==> config.mk <==
export PLATFORM = sky130hd
export DESIGN_NAME = lfsc_top
export DESIGN_NICKNAME = d
export VERILOG_FILES = /design/src/lfsc_pkg.sv /design/src/lfsc_top.sv
export SDC_FILE = /design/constraint.sdc
export NUM_CORES = 1
export LEC_CHECK = 0
export ABC_CLOCK_PERIOD_IN_PS = 2600
export BUFFER_PORTS_ARGS = -buffer_cell sky130_fd_sc_hd__buf_4
export CAP_MARGIN = 5
export CORE_MARGIN = 2
export CORE_UTILIZATION = 58
export CTS_BUF_LIST = sky130_fd_sc_hd__clkbuf_16
export CTS_CLUSTER_DIAMETER = 80
export DETAILED_ROUTE_END_ITERATION = 8
export HOLD_SLACK_MARGIN = 0.15
export PLACE_DENSITY = 0.83
export SYNTH_ARGS = -nofsm -noshare
export SYNTH_HDL_FRONTEND = slang
export SYNTH_SLANG_ARGS = --single-unit
==> constraint.sdc <==
create_clock -name clk -period 2.6 [get_ports clk]
set_input_delay 0.26 -clock clk [delete_from_list [all_inputs] [get_ports clk]]
set_output_delay 0.26 -clock clk [all_outputs]
set_load 0.1 [all_outputs]
==> src/lfsc_pkg.sv <==
// Package: register map, state codes and timing for the linefeed state control block
package lfsc_pkg;

  // ----------------------------------------------------------------
  // Register byte offsets
  // ----------------------------------------------------------------
  localparam logic [7:0] ADDR_STATE   = 8'h00;
  localparam logic [7:0] ADDR_STATUS  = 8'h04;
  localparam logic [7:0] ADDR_IRQSTAT = 8'h08;
  localparam logic [7:0] ADDR_IRQCLR  = 8'h0C;
  localparam logic [7:0] ADDR_IRQEN   = 8'h10;
  localparam logic [7:0] ADDR_CONFIG  = 8'h14;
  localparam logic [7:0] ADDR_LCTHR   = 8'h18;
  localparam logic [7:0] ADDR_VTIP    = 8'h20;
  localparam logic [7:0] ADDR_VRING   = 8'h24;
  localparam logic [7:0] ADDR_VBAT    = 8'h28;
  localparam logic [7:0] ADDR_ITIP    = 8'h2C;
  localparam logic [7:0] ADDR_IRING   = 8'h30;
  localparam logic [7:0] ADDR_IBAT    = 8'h34;
  localparam logic [7:0] ADDR_VLOOP   = 8'h38;
  localparam logic [7:0] ADDR_ILOOP   = 8'h3C;
  localparam logic [7:0] ADDR_ILONG   = 8'h40;

  // ----------------------------------------------------------------
  // Field layout
  // ----------------------------------------------------------------
  localparam int STATE_W     = 4;
  localparam int MEAS_W      = 16;
  localparam int IRQ_W       = 2;
  localparam int IRQ_PALARM  = 0;
  localparam int IRQ_LOOP    = 1;
  localparam int CFG_TJHI    = 0;
  localparam int CFG_OFFSET  = 1;
  localparam int CFG_DEB_LSB = 8;
  localparam int DEB_W       = 8;
  localparam logic [31:0] CONFIG_RST = 32'h0000_0401;
  localparam logic [31:0] LCTHR_RST  = 32'h0200_0100;

  // ----------------------------------------------------------------
  // Timing
  // ----------------------------------------------------------------
  localparam int CLK_HZ        = 10_000_000;
  localparam int MON_RATE_HZ   = 2_000;
  localparam int MON_CYCLES    = CLK_HZ / MON_RATE_HZ;
  localparam int TSD_HOLD_MS   = 100;
  localparam int TSD_HOLD_CYC  = TSD_HOLD_MS * (CLK_HZ / 1000);

  // ----------------------------------------------------------------
  // Linefeed states
  // ----------------------------------------------------------------
  typedef enum logic [STATE_W-1:0] {
    LF_OPEN,
    LF_FWD_ACTIVE,
    LF_REV_ACTIVE,
    LF_FWD_ON_HOOK_TX,
    LF_REV_ON_HOOK_TX,
    LF_TIP_OPEN,
    LF_RING_OPEN,
    LF_RINGING,
    LF_DIAG
  } lfsc_state_e;

endpackage

==> src/lfsc_top.sv <==
// Linefeed state control with fault protection, monitoring registers and APB slave
// Functional notes
// - Nine selectable linefeed states, written through the state register.
// - Reset leaves the line in the open state.
// - Open state: leads high impedance, supervision and audio powered down.
// - Any fault forces open and sets the power alarm flag.
// - Power alarm interrupt is maskable; the protective move to open is not.
// - Fault sources: total power, foreign current or voltage, thermal shutdown.
// - Over junction_temp_limit (145 or 200 C) the device shuts down itself.
// - Thermal shutdown is held for a fixed delay after the heat clears.
// - Monitor registers refresh at 2 kHz or faster.
// - Loop voltage, loop current, longitudinal current computed and stored.
// - Active states feed line, audio, loop and ground key detect, with polarity.
// - On-hook transmission states feed line and audio, with polarity.
// - Tip open feeds ring only, tip high impedance, detectors active.
// - Ring open feeds tip only, ring high impedance, detectors active.
// - Ringing drives both leads, dc offset as configured.
// - Diagnostic state enables the diagnostic resources.
// - Loop closure uses two thresholds, debounce, status bit, maskable interrupt.
module lfsc_top #(
  parameter int TSD_HOLD = lfsc_pkg::TSD_HOLD_CYC,
  parameter int MON_DIV  = lfsc_pkg::MON_CYCLES
) (
  // Clock and reset
  input  wire logic                        clk,
  input  wire logic                        nrst,
  // APB slave
  input  wire logic                        psel,
  input  wire logic                        penable,
  input  wire logic                        pwrite,
  input  wire logic [7:0]                  paddr,
  input  wire logic [31:0]                 pwdata,
  output logic      [31:0]                 prdata,
  output logic                             pready,
  output logic                             pslverr,
  // Fault sensors
  input  wire logic                        overPower,
  input  wire logic                        foreignTip,
  input  wire logic                        foreignRing,
  input  wire logic                        dieOverLow,
  input  wire logic                        dieOverHigh,
  // Monitor converter samples
  input  wire logic [lfsc_pkg::MEAS_W-1:0] adcVtip,
  input  wire logic [lfsc_pkg::MEAS_W-1:0] adcVring,
  input  wire logic [lfsc_pkg::MEAS_W-1:0] adcVbat,
  input  wire logic [lfsc_pkg::MEAS_W-1:0] adcItip,
  input  wire logic [lfsc_pkg::MEAS_W-1:0] adcIring,
  input  wire logic [lfsc_pkg::MEAS_W-1:0] adcIbat,
  // Linefeed controls
  output logic                             tipDrive,
  output logic                             ringDrive,
  output logic                             reversePol,
  output logic                             audioEn,
  output logic                             superEn,
  output logic                             ringingEn,
  output logic                             ringOffsetEn,
  output logic                             diagEn,
  output logic                             thermalShutdown,
  output logic                             irq
);
  import lfsc_pkg::*;

  // Measurement slots and loop threshold layout
  localparam int MEAS_N     = 9;
  localparam int IDX_ILOOP  = 7;
  localparam int THR_ON_LSB = 16;

  // Refuse timing values the counters cannot serve
  if (TSD_HOLD < 1 || MON_DIV < 1 || MON_DIV > MON_CYCLES) begin : gBadParams
    $error("lfsc_top: bad timing parameters");
  end

  // ----------------------------------------------------------------
  // Registers
  // ----------------------------------------------------------------
  lfsc_state_e          state_r;
  logic [IRQ_W-1:0]     irqStat_r;
  logic [IRQ_W-1:0]     irqEn_r;
  logic [31:0]          config_r;
  logic [31:0]          lcThr_r;
  logic [MEAS_W-1:0]    meas_r [MEAS_N];
  logic [31:0]          tsdCnt_r;
  logic [31:0]          monCnt_r;
  logic                 loopRaw_r;
  logic                 loopDet_r;
  logic [DEB_W-1:0]     debCnt_r;

  // ----------------------------------------------------------------
  // Bus decode
  // ----------------------------------------------------------------
  wire        wrEn      = psel && penable && pwrite;
  wire        rdEn      = psel && !penable && !pwrite;
  wire        wrState   = wrEn && paddr == ADDR_STATE;
  wire        wrClr     = wrEn && paddr == ADDR_IRQCLR;
  wire        wrIrqEn   = wrEn && paddr == ADDR_IRQEN;
  wire        wrConfig  = wrEn && paddr == ADDR_CONFIG;
  wire        wrLcThr   = wrEn && paddr == ADDR_LCTHR;
  wire        stateOk   = pwdata[STATE_W-1:0] <= STATE_W'(LF_DIAG);
  wire        measHit   = paddr >= ADDR_VTIP && paddr <= ADDR_ILONG && paddr[1:0] == 2'b00;
  wire [3:0]  measIdx   = 4'((paddr - ADDR_VTIP) >> 2);
  wire        mapped    = paddr == ADDR_STATE || paddr == ADDR_STATUS || paddr == ADDR_IRQSTAT
                       || paddr == ADDR_IRQCLR || paddr == ADDR_IRQEN || paddr == ADDR_CONFIG
                       || paddr == ADDR_LCTHR || measHit;

  // ----------------------------------------------------------------
  // Fault detection and thermal hold
  // ----------------------------------------------------------------
  wire dieHot     = config_r[CFG_TJHI] ? dieOverHigh : dieOverLow;
  wire tsdActive  = dieHot || tsdCnt_r != 32'h0000_0000;
  wire fault      = overPower || foreignTip || foreignRing || tsdActive;

  // ----------------------------------------------------------------
  // Loop closure detection
  // ----------------------------------------------------------------
  wire [MEAS_W-1:0] iLoop   = meas_r[IDX_ILOOP];
  wire              lcAbove = iLoop > lcThr_r[THR_ON_LSB +: MEAS_W];
  wire              lcBelow = iLoop < lcThr_r[MEAS_W-1:0];
  wire              lcRaw   = lcAbove ? 1'b1 : (lcBelow ? 1'b0 : loopRaw_r);
  wire              lcDone  = debCnt_r == config_r[CFG_DEB_LSB +: DEB_W];
  wire              lcEvent = lcDone && loopRaw_r != loopDet_r;
  wire              detOn   = state_r inside {LF_FWD_ACTIVE, LF_REV_ACTIVE, LF_TIP_OPEN, LF_RING_OPEN};

  // ----------------------------------------------------------------
  // State and flag next values
  // ----------------------------------------------------------------
  wire lfsc_state_e stateNxt = fault ? LF_OPEN :
                               (wrState && stateOk) ? lfsc_state_e'(pwdata[STATE_W-1:0]) :
                               state_r;
  wire [IRQ_W-1:0] events   = {lcEvent && detOn, fault};
  wire [IRQ_W-1:0] irqNxt   = (irqStat_r & ~(wrClr ? pwdata[IRQ_W-1:0] : '0)) | events;

  always_ff @(posedge clk or negedge nrst) begin
    if (!nrst) begin
      state_r   <= LF_OPEN;
      irqStat_r <= '0;
      irqEn_r   <= '0;
      config_r  <= CONFIG_RST;
      lcThr_r   <= LCTHR_RST;
    end else begin
      state_r   <= stateNxt;
      irqStat_r <= irqNxt;
      if (wrIrqEn) begin
        irqEn_r <= pwdata[IRQ_W-1:0];
      end
      if (wrConfig) begin
        config_r <= pwdata;
      end
      if (wrLcThr) begin
        lcThr_r <= pwdata;
      end
    end
  end

  // ----------------------------------------------------------------
  // Thermal hold counter
  // ----------------------------------------------------------------
  always_ff @(posedge clk or negedge nrst) begin
    if (!nrst) begin
      tsdCnt_r <= '0;
    end else if (dieHot) begin
      tsdCnt_r <= 32'(TSD_HOLD);
    end else if (tsdCnt_r != 32'h0000_0000) begin
      tsdCnt_r <= tsdCnt_r - 32'h0000_0001;
    end
  end

  // ----------------------------------------------------------------
  // Debounce filter
  // ----------------------------------------------------------------
  always_ff @(posedge clk or negedge nrst) begin
    if (!nrst) begin
      loopRaw_r <= 1'b0;
      loopDet_r <= 1'b0;
      debCnt_r  <= '0;
    end else begin
      loopRaw_r <= lcRaw;
      if (lcRaw != loopRaw_r || loopRaw_r == loopDet_r) begin
        debCnt_r <= '0;
      end else if (lcDone) begin
        loopDet_r <= loopRaw_r;
        debCnt_r  <= '0;
      end else begin
        debCnt_r <= debCnt_r + 1'b1;
      end
    end
  end

  // ----------------------------------------------------------------
  // Monitor refresh
  // ----------------------------------------------------------------
  wire                  monTick = monCnt_r == 32'(MON_DIV - 1);
  wire [MEAS_W-1:0]     calc [MEAS_N];
  assign calc[0] = adcVtip;
  assign calc[1] = adcVring;
  assign calc[2] = adcVbat;
  assign calc[3] = adcItip;
  assign calc[4] = adcIring;
  assign calc[5] = adcIbat;
  assign calc[6] = adcVtip - adcVring;
  assign calc[7] = MEAS_W'((17'(adcItip) + 17'(adcIring)) >> 1);
  assign calc[8] = MEAS_W'((17'(adcItip) - 17'(adcIring)) >> 1);

  always_ff @(posedge clk or negedge nrst) begin
    if (!nrst) begin
      monCnt_r <= '0;
    end else begin
      monCnt_r <= monTick ? '0 : monCnt_r + 32'h0000_0001;
    end
  end

  genvar g;
  generate
    for (g = 0; g < MEAS_N; g++) begin : gMeas
      always_ff @(posedge clk or negedge nrst) begin
        if (!nrst) begin
          meas_r[g] <= '0;
        end else if (monTick) begin
          meas_r[g] <= calc[g];
        end
      end
    end
  endgenerate

  // ----------------------------------------------------------------
  // Line controls per state
  // ----------------------------------------------------------------
  logic tipNxt, ringNxt, revNxt, audNxt, supNxt, rngNxt, diagNxt;
  always_comb begin
    tipNxt  = 1'b0;
    ringNxt = 1'b0;
    revNxt  = 1'b0;
    audNxt  = 1'b0;
    supNxt  = 1'b0;
    rngNxt  = 1'b0;
    diagNxt = 1'b0;
    unique case (stateNxt)
      LF_OPEN: begin
      end
      LF_FWD_ACTIVE, LF_REV_ACTIVE: begin
        tipNxt  = 1'b1;
        ringNxt = 1'b1;
        audNxt  = 1'b1;
        supNxt  = 1'b1;
        revNxt  = stateNxt == LF_REV_ACTIVE;
      end
      LF_FWD_ON_HOOK_TX, LF_REV_ON_HOOK_TX: begin
        tipNxt  = 1'b1;
        ringNxt = 1'b1;
        audNxt  = 1'b1;
        revNxt  = stateNxt == LF_REV_ON_HOOK_TX;
      end
      LF_TIP_OPEN: begin
        ringNxt = 1'b1;
        supNxt  = 1'b1;
      end
      LF_RING_OPEN: begin
        tipNxt  = 1'b1;
        supNxt  = 1'b1;
        revNxt  = 1'b1;
      end
      LF_RINGING: begin
        tipNxt  = 1'b1;
        ringNxt = 1'b1;
        rngNxt  = 1'b1;
      end
      LF_DIAG: begin
        diagNxt = 1'b1;
      end
      default: begin
      end
    endcase
  end

  always_ff @(posedge clk or negedge nrst) begin
    if (!nrst) begin
      tipDrive        <= 1'b0;
      ringDrive       <= 1'b0;
      reversePol      <= 1'b0;
      audioEn         <= 1'b0;
      superEn         <= 1'b0;
      ringingEn       <= 1'b0;
      ringOffsetEn    <= 1'b0;
      diagEn          <= 1'b0;
      thermalShutdown <= 1'b0;
      irq             <= 1'b0;
    end else begin
      tipDrive        <= tipNxt;
      ringDrive       <= ringNxt;
      reversePol      <= revNxt;
      audioEn         <= audNxt;
      superEn         <= supNxt;
      ringingEn       <= rngNxt;
      ringOffsetEn    <= rngNxt && config_r[CFG_OFFSET];
      diagEn          <= diagNxt;
      thermalShutdown <= tsdActive;
      irq             <= |(irqNxt & (wrIrqEn ? pwdata[IRQ_W-1:0] : irqEn_r));
    end
  end

  // ----------------------------------------------------------------
  // Read path
  // ----------------------------------------------------------------
  logic [31:0] rdMux;
  always_comb begin
    rdMux = 32'h0000_0000;
    unique case (1'b1)
      paddr == ADDR_STATE:   rdMux = 32'(state_r);
      paddr == ADDR_STATUS:  rdMux = {29'h0, loopDet_r, tsdActive, fault};
      paddr == ADDR_IRQSTAT: rdMux = 32'(irqStat_r);
      paddr == ADDR_IRQEN:   rdMux = 32'(irqEn_r);
      paddr == ADDR_CONFIG:  rdMux = config_r;
      paddr == ADDR_LCTHR:   rdMux = lcThr_r;
      measHit:               rdMux = 32'(meas_r[measIdx]);
      default:               rdMux = 32'h0000_0000;
    endcase
  end

  always_ff @(posedge clk or negedge nrst) begin
    if (!nrst) begin
      prdata  <= '0;
      pready  <= 1'b0;
      pslverr <= 1'b0;
    end else begin
      pready  <= psel && !penable;
      pslverr <= psel && !penable && !mapped;
      if (rdEn) begin
        prdata <= rdMux;
      end
    end
  end

endmodule

Yosys cells after proc, flatten, opt, wreduce, memory -nomap -nowiden --
Cells that the tools add are included.
Storage, ports and cells: logic and storage cells 141, flip-flop bits (word level) 334, output and inout bits 44, bits in writable memories 0, bits of input ports 146, latch bits 0, memories kept 0, memory bits (read-only) 0
Operators by class: add/subtract/negate cells 7, reduce and logical (&&, ||, !) cells 44, shift-type cells 0, equality and inequality tests 23, order comparisons 6, bitwise gates (word level) 6, divide/modulo/power cells 0, multiplexer cells 23, $mul 0
Operators with widths (count):
- one-hot mux 32 bit (7 select lines) | 1
- two-way mux 32 bit | 3
- binary-select mux 16 bit (select 4 bit) | 1
- adder 32 x 1 -> 32 bit (second input constant) | 1
- equality test 32 x 13 -> 1 bit (second input constant) | 1
- two-way mux 16 bit | 2
- nonzero test 32 bit | 1
- subtractor 32 x 1 -> 32 bit (second input constant) | 1
- equality test 4 x 3 -> 1 bit (second input constant) | 6
- equality test 8 x 5 -> 1 bit (second input constant) | 3
- adder 16 x 16 -> 17 bit | 1
- subtractor 16 x 16 -> 17 bit | 1
- equality test 8 x 4 -> 1 bit (second input constant) | 2
- greater-than comparator 16 bit | 1
- logical AND 1 bit | 16
- < comparator 16 bit | 1
- two-way mux 8 bit | 2
- subtractor 16 bit | 1
- equality test 4 x 2 -> 1 bit (second input constant) | 3
- logical OR 1 bit | 12
- OR reduction 6 bit | 2
- two-way mux 1 bit | 9
- adder 8 x 1 -> 8 bit (second input constant) | 1
- equality test 4 x 1 -> 1 bit (second input constant) | 2
- 26 further kinds | 35

Depth between registers and ports, before layout --
depth in word-level cells 10, mapped depth 10

Worst setup path after synthesis --
OpenSTA, ideal clock, no wires.
path type flip-flop to flip-flop, from reg tsdCnt_r[18], to reg tsdCnt_r[31], buffers on the path 0, library setup time 0.132 ns, required time 2.468 ns, slack 0.202 ns, stages on the path, launching flop included 8, arrival time 2.266 ns, period minus slack after synthesis 2.398 ns, cells stage by stage dfrtp_1 > or4_4 > or3_4 > or4_4 > nor4b_4 > nand2_1 > xor2_1 > nor2_1
On the way: cells in the longest elaborated chain, start to end 3
RTL lines:
- start: declaration | RTL line lfsc_top.sv:82 | logic [31:0] tsdCnt_r;
- start signal: assignment | RTL line lfsc_top.sv:161 | tsdCnt_r <= 32'(TSD_HOLD);
- start signal: assignment | RTL line lfsc_top.sv:163 | tsdCnt_r <= tsdCnt_r - 32'h0000_0001;
- subtractor 32 x 1 -> 32 bit | RTL line lfsc_top.sv:163
- two-way mux 32 bit | RTL line lfsc_top.sv:162 | end else if (tsdCnt_r != 32'h0000_0000) begin
- two-way mux 32 bit | RTL line lfsc_top.sv:160 | end else if (dieHot) begin
Several ways; a longest one is shown, not always the timed one. The select of a mux whose other input is x is not followed. A chain may end at the register's enable or synchronous reset.

Worst setup path in the final report --
from reg lcThr_r[25], to reg debCnt_r[1]
On the way: cells in the longest elaborated chain, start to end 5
RTL lines:
- start: declaration | RTL line lfsc_top.sv:80 | logic [31:0] lcThr_r;
- start signal: assignment | RTL line lfsc_top.sv:149 | lcThr_r <= pwdata;
- greater-than comparator 16 bit | RTL line lfsc_top.sv:116 | wire lcAbove = iLoop > lcThr_r[THR_ON_LSB +: MEAS_W];
- two-way mux 1 bit | RTL line lfsc_top.sv:118 | wire lcRaw = lcAbove ? 1'b1 : (lcBelow ? 1'b0 : loopRaw_r);
- inequality test 1 bit | RTL line lfsc_top.sv:177 | if (lcRaw != loopRaw_r || loopRaw_r == loopDet_r) begin
- logical OR 1 bit | RTL line lfsc_top.sv:177
- two-way mux 8 bit | RTL line lfsc_top.sv:177
- end signal: assignment | RTL line lfsc_top.sv:183 | debCnt_r <= debCnt_r + 1'b1;
- end: declaration | RTL line lfsc_top.sv:86 | logic [DEB_W-1:0] debCnt_r;
No other way between the ends.

==> metrics.md <==
| Metric | Value |
|---|---|
| Final setup violation count | `0` |
| Slew headroom | `61.2%` |
| DR DRC count | `0` |
| Asr flop ratio synth | `100%` |
| EDFF count, synth | `0` |
| Full die area | `31700 um^2` |
| Clock buffer depth | `3` |
| Core area | `29800 um^2` |
| 1st-iter DRT viols | `1366` |
| Hold slack | `0.245 ns` |
| Mapped Cells | `1823` |
| Reg clk slew, reported paths | `0.06 ns` |
| Fillers | `1994` |
| Share of layout cells above drive strength 1 | `18.3%` |
| CTS buffer count | `37` |
| TritonCTS clock tree | `yes` |
| Dpl hpwl | `33800 um` |
| Die Span Y | `178 um` |
| DR WL/cell | `19.8 um` |
| Critical path cell sequence | `inv_2, ha_4, and4_4, nand4_1, a31oi_2, a211oi_2, or2_4, a211oi_2, buf_4, nor2_1` |
| Die X | `178 um` |
| Top FF cell, synth | `dfrtp_1` |
| Data required, critical path | `3.02 ns` |
| Hold Fails Final Rpt | `0` |
| Vias per Instance | `6.00` |
| Max Cap Viol | `0` |
| Clk pwr share | `41.5%` |
| Psw | `3.12 mW` |
| Post-synthesis sequential area ratio | `47.5%` |
| Tightest Hold Check Type | `primary input to flip-flop` |
| Drt pass-1 iters | `7` |
| Post-route ant nets | `0` |
| Max incr delay on CP | `0.54 ns` |
| Slowest CP cell | `dfstp_2` |
| Max-slew violations | `0` |
| Placed insts | `2357` |
| Via count | `15400` |
| Tmin final | `2.50 ns` |
| Worst path top cell family by delay | `simple AND/OR/NAND/NOR gates` |
| Finished Cell Area | `22300 um^2` |
| Netlist Area Pre-Place | `17600 um^2` |
| Endpoint class of the critical path | `flip-flop` |
| Initial antenna violation count | `1` |
| First-pass GRT wire length | `80400 um` |
| RSZ-0062 raised after global routing | `true` |
| Vias in the first global route | `15400` |
| CTS root buf | `clkbuf_16` |
| Bufs and invs on worst path | `2` |
| Top cell by count, worst path | `a211oi_2` |
| Worst Path Max Fanout | `8` |
| Clock sinks | `334` |
| Power Internal | `8.93 mW` |
| Worst EP arrival | `2.91 ns` |
| Startpoint types | `flip-flop` |
| All-layer global routing usage | `32.3%` |
| Area Growth Syn to Fin | `26.6%` |
| Fin Clk Skew | `0.0179 ns` |
| VDD IR max | `0.000401 V` |
| Final Wtd Congestion | `0.954` |
| Post-synthesis net count | `2052` |
| Initial Util | `59.1%` |
| Synth Area per Inst | `9.65 um^2` |
| Final nets | `2372` |
| Largest net degree at the start of global routing | `74` |
| Fmax | `401 MHz` |
| Pwr/cell area | `541 nW/um^2` |
| Total Wirelength | `50700 um` |
| CP Class | `flip-flop to flip-flop` |
| Finished Layout Cells | `2562` |
| Port Buffers | `189` |
| Setup_tns | `0 ns` |
| Sw Ratio | `25.9%` |
| H-tree depth | `2` |
| Final period util | `96.0%` |
| Run status | `finished clean` |
| Yosys cell types | `68` |
| # IOs | `190` |
| Reg2reg setup slack | `0.10 ns` |
| Grt total ovfl | `0` |
| Yosys warns | `0` |
| Least-Margin Pin Slew | `0.578 ns` |
| Comb power frac | `14.1%` |
| Sequential share of power | `44.4%` |
| Synth Register Bits | `334` |
| Placed cell area | `19700 um^2` |
| Row count | `63` |
| P_leak | `10.2 nW` |
| Clk_lat worst skew | `0.52 ns` |
==> power by group through the flow <==
stage	Sequential [mW]	Clock (mW)	Combinational (mW)
after floorplan	5.49	0	0.772
after global placement	5.43	0	1.42
after detailed placement	5.43	0	1.46
after CTS	5.34	5.04	1.63
after global routing	5.35	5.25	1.84
final	5.35	5.00	1.70
==> routing by layer <==
| metal | track usage, % | vias up | share of wire (%) |
|---|---|---|---|
| met5 | 0 | - | 0 |
| met4 | 9.42 | 0 | 2.8 |
| met3 | 5.29 | 112 | 8.5 |
| met2 | 53.4 | 747 | 48 |
| met1 | 44.3 | 7522 | 41 |
| li1 | - | 6988 | - |
==> cell usage after synthesis, drive strengths merged (17+ instances only) <==
library cell,count,share of area [%]
ha,80,5.7
or3,17,0.63
mux4,32,4.1
nor3,29,0.85
mux2,38,2.4
dfrtp,330,47
o21ai,170,4.8
xnor2,76,3.8
nand3,62,1.8
and3,17,0.60
a22oi,32,1.4
nand4,19,0.71
nor4,24,0.97
inv,80,1.7
nand2,367,7.8
clkbuf,81,1.7
a21oi,62,1.8
nor2,99,2.1
xor2,38,1.9
==> per-stage QoR <==
step,setup slack (ns),total power [mW],utilization [%]
finish,0.104,12.0,74.7
global route,-0.0211,12.4,74.7
CTS,0.00592,12.0,74.4
detailed placement,-0.0390,6.89,66.0
global placement,-0.0529,6.85,66.0
floorplan,0.202,6.26,-
==> worst min-delay path, stage by stage <==
cell and delay (ns):
buf_4 0.13, a2111o_1 0.21, o22ai_1 0.11
==> worst paths after layout <==
| path | end | cells past startpoint | from |
|---|---|---|---|
| worst max-delay path | debCnt_r[1]$_DFF_PN0_ | 10 | lcThr_r[25]$_DFFE_PN1P_ |
| worst min-delay path | prdata[3]$_DFFE_PN0P_ | 3 | paddr[6] |
| worst max register to register | debCnt_r[1]$_DFF_PN0_ | 10 | lcThr_r[25]$_DFFE_PN1P_ |
| worst min register to register | meas_r[92]$_DFFE_PN0N_ | 2 | meas_r[92]$_DFFE_PN0N_ |
| max in group asynchronous | config_r[0]$_DFFE_PN1P_ | 3 | nrst |
| min in group asynchronous | prdata[28]$_DFFE_PN0P_ | 2 | nrst |
==> placed cells by master, fill, tap and decap left out, types with 18 or more instances in the layout <==
master | netlist | final
a21oi_1 | 62 | 61
a22oi_1 | 32 | 32
buf_4 | 0 | 225
clkbuf_16 | 0 | 39
dfrtp_1 | 330 | 330
dlygate4sd3_1 | 0 | 135
ha_1 | 80 | 79
inv_1 | 80 | 86
mux2_2 | 37 | 37
mux4_2 | 32 | 32
nand2_1 | 367 | 366
nand3_1 | 62 | 62
nand4_1 | 18 | 18
nor2_1 | 99 | 97
nor3_1 | 28 | 24
nor4_1 | 22 | 21
o21ai_0 | 169 | 169
xnor2_1 | 76 | 76
xor2_1 | 38 | 38
==> registers in the layout, indices dropped and copies added, names as in the netlist, 4 cells and up <==
register and cells:
debCnt_r 8, monCnt_r 32, tsdCnt_r 32, meas_r 128, lcThr_r 32, config_r 32
iLoop 16, prdata 32, state_r 4
==> logic make-up (layout without fill, tap and decap cells) <==
family / after synthesis / after routing / synth area share [%]
DFF: 334 / 334 / 47.5
and+or+nand+nor: 694 / 694 / 18.1
muxes: 80 / 80 / 7.16
AOI/OAI and AO/OA: 348 / 348 / 11.9
xor gates and xnor gates: 114 / 114 / 5.67
buffers and inverters: 170 / 518 / 3.65
adders and majority gates: 83 / 83 / 6.03
other: 0 / 1 / 0
==> timing repair <==
item,4_1_cts,5_1_grt
gates resized for setup,0,19
endpoints found under the hold margin,247,0
hold buffers,135,0
buffers inserted,0,2
setup endpoints to repair,0,30
==> layout make-up <==
type                            count  area (um^2)  area share, %
Antenna cell                        1         2.50         0.0112
Clock buffer                       39          976           4.38
Sequential cell                   334         8360           37.6
Inverter                           80          300           1.35
Clock inverter                     28          178          0.798
Timing Repair Buffer              371         3260           14.6
Tap cell                          390          488           2.19
Multi-Input combinational cell   1319         8710           39.1
(Power assumes the default switching activity.)
